**config.mk**
```make
export PLATFORM = sky130hd
export DESIGN_NAME = dtcc_top
export DESIGN_NICKNAME = d
export VERILOG_FILES = /design/src/hdl/dtcc_pkg.sv /design/src/hdl/dtcc_top.sv
export SDC_FILE = /design/constraint.sdc
export NUM_CORES = 1
export LEC_CHECK = 0
export BUFFER_PORTS_ARGS = -buffer_cell sky130_fd_sc_hd__buf_2
export CORE_MARGIN = 2
export CORE_UTILIZATION = 51
export CTS_CLUSTER_DIAMETER = 100
export DETAILED_ROUTE_END_ITERATION = 8
export PLACE_DENSITY = 0.79
export SLEW_MARGIN = 20
export SYNTH_ARGS = -nofsm -noshare
export SYNTH_HDL_FRONTEND = slang
export SYNTH_SLANG_ARGS = --single-unit
export TNS_END_PERCENT = 1
```
**constraint.sdc**
```tcl
create_clock -name clk -period 2.5 [get_ports clk]
set_clock_uncertainty 0.15 [all_clocks]
set_input_delay 0.25 -clock clk [delete_from_list [all_inputs] [get_ports clk]]
set_output_delay 0.25 -clock clk [all_outputs]
set_load 0.01 [all_outputs]
```
**src/hdl/dtcc_pkg.sv**
```systemverilog
package dtcc_pkg;
  localparam logic [11:0] DTCC_CTRL_ADDR = 12'h02c;
  localparam logic [11:0] DTCC_GATE_ADDR = 12'hf74;
  localparam logic [7:0] DTCC_CTRL_RST = 8'h00;
  localparam logic [7:0] DTCC_GATE_RST = 8'h00;
  localparam int DTCC_RUN0_BIT = 0;
  localparam int DTCC_RUN1_BIT = 1;
  localparam int DTCC_CAS_BIT = 2;
  localparam int DTCC_AND_BIT = 3;
  localparam int DTCC_PAIR_GATE_BIT = 4;
  localparam int DTCC_PRESC_W = 11;
  // Mode families for source selection
  typedef enum logic [1:0] {
    DTCC_MODE_TIMER = 2'b00,
    DTCC_MODE_EVENT = 2'b01,
    DTCC_MODE_PWM = 2'b10,
    DTCC_MODE_PPG = 2'b11
  } dtcc_mode_t;
  // Bus answer states
  typedef enum logic [0:0] {
    DTCC_BUS_IDLE = 1'b0,
    DTCC_BUS_ACK = 1'b1
  } dtcc_bus_t;
endpackage : dtcc_pkg

```
**src/hdl/dtcc_top.sv**
```systemverilog
// Design decision made here: the Wishbone slave port.
`timescale 1ns/1ps
module dtcc_top (
  // Clock and reset
  input wire logic clk,
  input wire logic sys_rst,
  // Classic Wishbone slave
  input wire logic wbCyc,
  input wire logic wbStb,
  input wire logic wbWe,
  input wire logic [11:0] wbAdr,
  input wire logic [7:0] wbDatI,
  input wire logic [0:0] wbSel,
  output logic [7:0] wbDatO,
  output logic wbAck,
  // Power state
  input wire logic stopEntry,
  input wire logic lowClockOperation,
  input wire logic lowClockSourceSel,
  input wire logic lowFreqOscOk,
  input wire logic lowFreqTick,
  // Per-timer mode and clock selection
  input wire logic [2:0] firstClockSelect,
  input wire logic [2:0] secondClockSelect,
  input wire logic [1:0] firstMode,
  input wire logic [1:0] secondMode,
  input wire logic firstExtSel,
  input wire logic secondExtSel,
  input wire logic firstExternalCountPin,
  input wire logic secondExternalCountPin,
  // Raw timer outputs from the counting cores
  input wire logic firstTimerOut,
  input wire logic secondTimerOut,
  // Control towards the counting cores
  output logic firstTimerRun,
  output logic secondTimerRun,
  output logic cascade,
  output logic firstTick,
  output logic secondTick,
  // Pins
  output logic firstPulsePin,
  output logic firstPwmPin,
  output logic secondPulsePin,
  output logic secondPwmPin
);
  // Control and gate registers
  logic [3:0] ctrl;
  logic [7:0] gate;
  logic [3:0] next_ctrl;
  logic [7:0] next_gate;
  // Bus state
  dtcc_pkg::dtcc_bus_t busState;
  dtcc_pkg::dtcc_bus_t next_busState;
  logic [7:0] next_wbDatO;
  // Prescaler and edge history
  logic [dtcc_pkg::DTCC_PRESC_W-1:0] presc;
  logic [dtcc_pkg::DTCC_PRESC_W-1:0] next_presc;
  logic [3:0] lowPresc;
  logic [3:0] next_lowPresc;
  logic [1:0] pinPrev;
  logic [1:0] next_pinPrev;
  logic next_firstTick;
  logic next_secondTick;
  logic [3:0] next_pins;
  logic [dtcc_pkg::DTCC_PRESC_W-1:0] prescInc;
  logic [3:0] lowInc;
  logic req;
  logic pairOn;

  // Tick when the counter's low bits all reach one (rollover of bit n)
  function automatic logic divTick(input logic [dtcc_pkg::DTCC_PRESC_W-1:0] p,
                                   input logic [3:0] lp, input logic [2:0] sel,
                                   input logic lowOp, input logic lowSrc,
                                   input logic oscOk, input logic lowT);
    logic t;
    t = 1'b0;
    if (lowOp)
    begin
      // Only three codes give a clock in low-clock operation
      case (sel)
        3'h0: t = lowT && (&lp[3:0]);
        3'h1: t = lowT && (&lp[2:0]);
        3'h7: t = lowT && (&lp[1:0]);
        default: t = 1'b0;
      endcase
      t = t && oscOk;
    end
    else
    begin
      case (sel)
        3'h0: t = lowSrc ? (oscOk && lowT && (&lp[3:0])) : (&p[10:0]);
        3'h1: t = lowSrc ? (oscOk && lowT && (&lp[2:0])) : (&p[9:0]);
        3'h2: t = &p[7:0];
        3'h3: t = &p[5:0];
        3'h4: t = &p[3:0];
        3'h5: t = &p[1:0];
        3'h6: t = p[0];
        3'h7: t = 1'b1;
        default: t = 1'b0;
      endcase
    end
    return t;
  endfunction : divTick

  // Source choice per mode family
  function automatic logic pickSrc(input logic [1:0] mode, input logic ext,
                                   input logic internal, input logic edgeT,
                                   input logic wide);
    logic s;
    s = 1'b0;
    case (mode)
      dtcc_pkg::DTCC_MODE_EVENT: s = edgeT;
      dtcc_pkg::DTCC_MODE_TIMER: s = internal;
      default: s = (wide && ext) ? edgeT : internal;
    endcase
    return s;
  endfunction : pickSrc

  assign req = wbCyc && wbStb && (busState == dtcc_pkg::DTCC_BUS_IDLE);
  assign pairOn = gate[dtcc_pkg::DTCC_PAIR_GATE_BIT];

  // Register writes, run control and stop-mode clearing
  always_comb
  begin
    next_ctrl = ctrl;
    next_gate = gate;
    if (req && wbWe && wbSel[0])
    begin
      if (wbAdr == dtcc_pkg::DTCC_GATE_ADDR)
      begin
        next_gate = wbDatI;
      end
      else if (wbAdr == dtcc_pkg::DTCC_CTRL_ADDR)
      begin
        next_ctrl[1:0] = wbDatI[1:0];
        // Config locked unless both stopped, judged on pre-write run state
        if (ctrl[1:0] == 2'b00)
        begin
          next_ctrl[3:2] = wbDatI[3:2];
        end
      end
    end
    if (stopEntry)
    begin
      next_ctrl[1:0] = 2'b00;
    end
  end

  // Bus answer: one ack one cycle after the request, then idle
  always_comb
  begin
    next_busState = dtcc_pkg::DTCC_BUS_IDLE;
    next_wbDatO = wbDatO;
    if (req)
    begin
      next_busState = dtcc_pkg::DTCC_BUS_ACK;
      if (wbAdr == dtcc_pkg::DTCC_CTRL_ADDR)
      begin
        next_wbDatO = {4'h0, ctrl};
      end
      else if (wbAdr == dtcc_pkg::DTCC_GATE_ADDR)
      begin
        next_wbDatO = gate;
      end
      else
      begin
        next_wbDatO = 8'h00;
      end
    end
  end

  // Prescalers, tick selection and pin combining
  always_comb
  begin
    prescInc = presc + 1'b1;
    lowInc = lowPresc + 1'b1;
    next_presc = presc;
    next_lowPresc = lowPresc;
    next_pinPrev = {secondExternalCountPin, firstExternalCountPin};
    next_firstTick = 1'b0;
    next_secondTick = 1'b0;
    if (pairOn)
    begin
      next_presc = prescInc;
      if (lowFreqTick && lowFreqOscOk)
      begin
        next_lowPresc = lowInc;
      end
      if (ctrl[dtcc_pkg::DTCC_CAS_BIT])
      begin
        // Wide modes: second select, first pin, second run bit
        next_secondTick = ctrl[dtcc_pkg::DTCC_RUN1_BIT] && pickSrc(secondMode, firstExtSel,
          divTick(presc, lowPresc, secondClockSelect, lowClockOperation, lowClockSourceSel,
          lowFreqOscOk, lowFreqTick), pinPrev[0] && !firstExternalCountPin, 1'b1);
      end
      else
      begin
        next_firstTick = ctrl[dtcc_pkg::DTCC_RUN0_BIT] && pickSrc(firstMode, firstExtSel,
          divTick(presc, lowPresc, firstClockSelect, lowClockOperation, lowClockSourceSel,
          lowFreqOscOk, lowFreqTick), pinPrev[0] && !firstExternalCountPin, 1'b0);
        next_secondTick = ctrl[dtcc_pkg::DTCC_RUN1_BIT] && pickSrc(secondMode, secondExtSel,
          divTick(presc, lowPresc, secondClockSelect, lowClockOperation, lowClockSourceSel,
          lowFreqOscOk, lowFreqTick), pinPrev[1] && !secondExternalCountPin, 1'b0);
      end
    end
    if (ctrl[dtcc_pkg::DTCC_AND_BIT])
    begin
      // First pins idle high; second pins carry the AND
      next_pins = {secondTimerOut && firstTimerOut, secondTimerOut && firstTimerOut,
                   1'b1, 1'b1};
    end
    else
    begin
      next_pins = {secondTimerOut, secondTimerOut, firstTimerOut, firstTimerOut};
    end
  end

  // All state registers
  always_ff @(posedge clk)
  begin
    if (sys_rst)
    begin
      ctrl <= dtcc_pkg::DTCC_CTRL_RST[3:0];
      gate <= dtcc_pkg::DTCC_GATE_RST;
      busState <= dtcc_pkg::DTCC_BUS_IDLE;
      wbDatO <= 8'h00;
      wbAck <= 1'b0;
      presc <= '0;
      lowPresc <= 4'h0;
      pinPrev <= 2'b11;
      firstTick <= 1'b0;
      secondTick <= 1'b0;
      firstTimerRun <= 1'b0;
      secondTimerRun <= 1'b0;
      cascade <= 1'b0;
      firstPulsePin <= 1'b0;
      firstPwmPin <= 1'b0;
      secondPulsePin <= 1'b0;
      secondPwmPin <= 1'b0;
    end
    else
    begin
      ctrl <= next_ctrl;
      gate <= next_gate;
      busState <= next_busState;
      wbDatO <= next_wbDatO;
      wbAck <= (next_busState == dtcc_pkg::DTCC_BUS_ACK);
      presc <= next_presc;
      lowPresc <= next_lowPresc;
      pinPrev <= next_pinPrev;
      firstTick <= next_firstTick;
      secondTick <= next_secondTick;
      // Run outputs follow register, first run held low in cascade; a run bit left at 1 clears counter when cleared
      firstTimerRun <= next_ctrl[dtcc_pkg::DTCC_RUN0_BIT] && !next_ctrl[dtcc_pkg::DTCC_CAS_BIT];
      secondTimerRun <= next_ctrl[dtcc_pkg::DTCC_RUN1_BIT];
      cascade <= next_ctrl[dtcc_pkg::DTCC_CAS_BIT];
      secondPwmPin <= next_pins[3];
      secondPulsePin <= next_pins[2];
      firstPwmPin <= next_pins[1];
      firstPulsePin <= next_pins[0];
    end
  end
endmodule : dtcc_top
```
## Word-level counts from Yosys, hierarchy flattened

Cells that the tools add are included.

- Add/subtract/negate cells: 2
- Equal/unequal tests: 18
- Mux-type cells: 37
- Bitwise logic cells: 3
- Reductions and logical operators: 41

Operator list:

| operator | number |
|---|---|
| two-way mux 1 bit | 25 |
| == test 3 bit (second input constant) | 8 |
| logical AND 1 bit | 20 |
| two-way mux 8 bit | 2 |
| one-hot mux 1 bit (8 select lines) | 2 |
| == test 12 bit (second input constant) | 1 |
| == test 12 x 6 -> 1 bit (second input constant) | 1 |
| == test 3 x 2 -> 1 bit (second input constant) | 4 |
| AND reduction 4 bit | 3 |
| adder 11 x 1 -> 11 bit (second input constant) | 1 |
| AND reduction 11 bit | 1 |
| AND reduction 10 bit | 1 |
| two-way mux 3 bit | 3 |
| AND reduction 2 bit | 4 |
| AND reduction 8 bit | 1 |
| == test 3 x 1 -> 1 bit (second input constant) | 2 |
| zero test 3 bit | 2 |
| one-hot mux 1 bit (3 select lines) | 2 |
| AND reduction 6 bit | 1 |
| adder 4 x 1 -> 4 bit (second input constant) | 1 |
| == test 2 x 1 -> 1 bit (second input constant) | 2 |
| zero test 2 bit | 2 |
| two-way mux 4 bit | 1 |
| zero test 1 bit | 3 |
| 6 further kinds | 8 |

- Bits in registers: 47
- Input bits: 47
- Output and inout port bits: 18
- Word-level logic and storage cells: 118

## Logic depth before layout (Yosys ltp)

- Depth in word-level cells: 14
- Mapped depth: 6
- Mapped depth without buffers: 6

## Worst setup path after synthesis

No wires, ideal clock.

- Kind: input -> register
- From: input wbAdr[8]
- To: register firstTimerRun
- Setup time: 0.058 ns
- Arrival: 1.642 ns
- Path slack: 0.650 ns
- Cell stages on the path: 4
- Cells stage by stage: or4_4 or4_4 nor3_2 o211a_1

- Cells in the longest elaborated chain, start to end: 6
- Elaborated cells on any way between the ends: 8

Ends and longest elaborated chain:

| item | RTL line | RTL |
|---|---|---|
| start: declaration | dtcc_top.sv:11 | `input wire logic [11:0] wbAdr,` |
| == test 12 x 6 -> 1 bit | dtcc_top.sv:133 | `else if (wbAdr == dtcc_pkg::DTCC_CTRL_ADDR)` |
| two-way mux 3 bit | dtcc_top.sv:133 |  |
| two-way mux 3 bit (*) | dtcc_top.sv:129 | `if (wbAdr == dtcc_pkg::DTCC_GATE_ADDR)` |
| two-way mux 3 bit (*) | dtcc_top.sv:127 | `if (req && wbWe && wbSel[0])` |
| two-way mux 2 bit / zero test 1 bit (equally long branches) | dtcc_top.sv:143, dtcc_top.sv:254 |  |
| logical AND 1 bit (*) | dtcc_top.sv:254 | `firstTimerRun <= next_ctrl[dtcc_pkg::DTCC_RUN0_BIT] && !next_ctrl[dtcc_pkg::DTCC_CAS_BIT];` |
| end signal: assignment | dtcc_top.sv:254 |  |
| end: declaration | dtcc_top.sv:35 | `output logic firstTimerRun,` |

Every way passes the cells marked *; elsewhere a longest branch is shown, timed or not.
A chain may end at the register's enable or synchronous reset.

## Worst setup path after layout

- From: register presc[3] (netlist bit)
- To: register secondTick

- Cells in the longest elaborated chain, start to end: 10
- Elaborated cells on any way between the ends: 20

Ends and longest elaborated chain:

| item | RTL line | RTL |
|---|---|---|
| start: declaration | dtcc_top.sv:56 | `logic [dtcc_pkg::DTCC_PRESC_W-1:0] presc;` |
| start signal: assignment | dtcc_top.sv:248 | `presc <= next_presc;` |
| AND reduction 11 bit / AND reduction 10 bit (equally long branches) | dtcc_top.sv:91, dtcc_top.sv:92 |  |
| two-way mux 1 bit, on equally long branches | dtcc_top.sv:91, dtcc_top.sv:92 |  |
| one-hot mux 1 bit (8 select lines) (*) | dtcc_top.sv:90 | `case (sel)` |
| two-way mux 1 bit | dtcc_top.sv:77 | `if (lowOp)` |
| two-way mux 1 bit | dtcc_top.sv:114 | `default: s = (wide && ext) ? edgeT : internal;` |
| one-hot mux 1 bit (2 select lines) | dtcc_top.sv:111 | `case (mode)` |
| two-way mux 1 bit | dtcc_top.sv:189 | `if (ctrl[dtcc_pkg::DTCC_CAS_BIT])` |
| two-way mux 1 bit | dtcc_top.sv:182 | `if (pairOn)` |
| logical AND 1 bit | dtcc_top.sv:192 | `next_secondTick = ctrl[dtcc_pkg::DTCC_RUN1_BIT] && pickSrc(secondMode, firstExtSel,` |
| two-way mux 1 bit (*) | dtcc_top.sv:189 |  |
| end signal: assignment | dtcc_top.sv:252 | `secondTick <= next_secondTick;` |
| end: declaration | dtcc_top.sv:39 | `output logic secondTick,` |

Every way passes the cells marked *; elsewhere a longest branch is shown, timed or not. The select of a mux whose other input is x is not followed.

==> key figures <==
Synth
  – Post-synth top area share: 39.2%
  – Multiplexer share of the synthesized area: 1.37%
  – Cell Area, Synth: 2190 um^2
  – Post-synth top cells: 43 x dfxtp_1, 26 x nor2_1, 25 x nand3_1
  – Synthesized flop and latch total: 43
  – Synth Area in Simple Gates: 33.2%
  – Synth warn: 0
  – Cells after Synth: 264
  – Post-synth top area cell: dfxtp_1
  – Syn avg cell area: 8.31 um^2
  – Post-synth EDFFs: 0
  – Synth Area in Compound Gates: 15.7%
  – Ys async rst share: 0%
  – Mapped Nets: 315
  – Count leader, synth: dfxtp_1
  – Seq/Total Area, Yosys: 39.2%
  – Synth unique cells: 46
  – Synth Flop Type: dfxtp_1
  – Largest family of logic cells by synthesized area: simple AND/OR/NAND/NOR gates
  – Post-Synth Adder-Cell Area: 2.28%
  – Synth Area in XOR/XNOR: 3.99%
  – Synth area leaders: dfxtp_1 39%, nand3_1 5.7%, a21oi_1 5.0%

Finish
  – Reg area: 861 um^2
  – Multi-input logic area: 1240 um^2
  – Nets: 377
  – Fillers: 357
  – Share of layout cells above drive strength 1: 27.2%
  – Area Overhead vs Synth: 21.6%
  – Number of diodes: 0

Worst setup path
  – Crit start category: register
  – Kind of critical path: reg2reg
  – Worst EP required: 2.56 ns
  – Critical-path cell list: nand4_1 > nor4_1 > o21ai_0 > o211ai_1
  – CP max stage delay: 0.50 ns
  – CP max stage cell: nor4_1
  – R2R setup slack: 0.55 ns
  – CP Capture Type: register
  – CP max FO: 11
  – Critical path arrival: 2.01 ns

Global routing
  – Number of global-route vias before repair: 2001
  – First-pass GRT wire length: 8760 um
  – Initial antenna violation count: 0
  – Overflow after GRT: 0
  – Total global-route track usage: 22.4%
  – Largest net degree at the start of global routing: 25

Clock tree
  – CTS sink cnt: 43
  – Clock Pin Slew Worst Setup and Hold Paths: 0.08 ns
  – Worst-Skew Late Latency: 0.29 ns
  – CTS tree: done
  – Post-CTS Setup Inserts: 0
  – Root buf cell: clkbuf_8
  – H-tree levels: 2
  – Clock buffer count from CTS: 5
  – Clock Tree Buf Depth: 2

Floorplanning
  – Io pins: 65
  – Initial core utilization: 54.1%
  – Die area: 4840 um^2
  – Core area: 4060 um^2
  – Row Count: 23
  – Die Y: 69.6 um
  – Die W: 69.6 um

Routing
  – Final wirelength: 5220 um
  – Drt via density: 5.87
  – Iteration-0 DRC Markers: 160
  – TritonRoute pass-1 iters: 4
  – Antenna Nets Post-Route: 0
  – Residual DRC: 0
  – Routed WL per cell: 13.8 um
  – Vias post-DR: 2214

Timing
  – Final Max Tran Viols: 0
  – Hold_ws: 0.0160 ns
  – Setup TNS: 0 ns
  – Slew @ Worst Pin: 0.474 ns
  – Final setup margin: 0.545 ns
  – Final count of negative-setup-slack endpoints: 0
  – Tmin final: 1.95 ns
  – RSZ-0062 raised after global routing: false
  – Final period utilization: 78.2%
  – Final hold vios: 0
  – Max Freq: 512 MHz
  – Max_slew headroom: 68.2%

Pwr
  – Leakage Power: 1.03 nW
  – Pwr/cell area: 517 nW/um^2
  – Max VDD drop: 0.000467 V

Min path
  – Worst Hold Class: in2reg

Job
  – Max Cap Viol: 0

Place
  – IO buf count: 63
  – DP Worst Slack: 0.483 ns
  – DPL Wire Length: 3720 um
  – GP Congestion: 0.836

Status
  – Status: completed
==> per-stage QoR <==
step / power [mW] / utilization (%) / instance area [um^2] / std cells
global placement: 0.831 / 62.6 / 2540 / 368
CTS: 1.39 / 65.7 / 2670 / 377
floorplan: 0.769 / - / 2190 / 264
detailed placement: 0.833 / 62.6 / 2540 / 368
finish: 1.38 / 65.7 / 2670 / 377
global route: 1.45 / 65.7 / 2670 / 377
==> worst max-delay path, delay by kind of cell, from the launching register on <==
family / cells / cell delay [ns]
AOI/OAI and AO/OA: 2 / 0.36
and+or+nand+nor: 2 / 0.90
DFF: 1 / 0.46
==> layer usage <==
metal | wire, um | part of all wire [%] | up-vias | global-route usage [%]
met5 | 0 | 0 | - | 0
li1 | - | - | 1092 | -
met3 | 374 | 7.2 | 5 | 5.67
met4 | 80 | 1.5 | 0 | 10.9
met2 | 2540 | 49 | 94 | 37.1
met1 | 2220 | 43 | 1023 | 27.0
==> state kept, by name (all words and copies together) (netlist names), 2 cells and up <==
name,flops
presc,11
gate,8
wbDatO,8
lowPresc,4
ctrl,3
pinPrev,2
==> power breakdown <==
group          total, mW  leakage, nW  switching (mW)  internal, mW
registers          0.696        0.348         0.00354         0.692
logic              0.124        0.625          0.0694        0.0548
clock network      0.560       0.0612           0.237         0.323
==> layout by cell type (no fill, tap or decap), drive strengths merged, types with 3 or more instances in the layout <==
master and n:
or2 5, a21oi 22, xor2 4, buf 68
nand2 13, o2111ai 3, mux2i 3, o21ai 18
or3b 3, inv 6, ha 4, a221oi 4
nand2b 3, nand4b 3, or4 3, nor3 13
nor2b 4, nand3b 3, xnor2 6, clkbuf 6
nor2 26, nand4 8, nand3 25, dfxtp 43
nor4 8
==> cells by family (layout without fill, tap and decap cells) <==
group           Yosys count  after routing
xor+xnor                 10             10
mux                       3              3
flops                    43             43
simple gates            126            126
buf+inv                  20             83
compound gates           58             58
fa+ha+maj                 4              4
==> layout make-up <==
| cell class | instances | area share [%] |
|---|---|---|
| Clock inverter | 2 | 1.31 |
| Clock buffer | 6 | 3.10 |
| Tap cell | 50 | 2.35 |
| Sequential cell | 43 | 32.3 |
| Inverter | 6 | 0.844 |
| Multi-Input combinational cell | 201 | 46.5 |
| Timing Repair Buffer | 69 | 13.6 |
==> what timing repair did <==
item | in CTS | in global routing
gates resized for setup | 0 | 0
setup endpoints to repair | 0 | 0
hold buffers | 1 | 0
hold endpoints to repair | 1 | 0
==> path summary, 6_finish.rpt <==
path                                       startpoint    endpoint  cells past startpoint
worst min-delay path            firstExternalCountPin  pinPrev[0]                      2
worst max-delay path                         presc[3]  secondTick                      4
worst min register to register              wbDatO[6]   wbDatO[6]                      2
worst max register to register               presc[3]  secondTick                      4
Note: power is estimated with default switching activity, not from simulation.
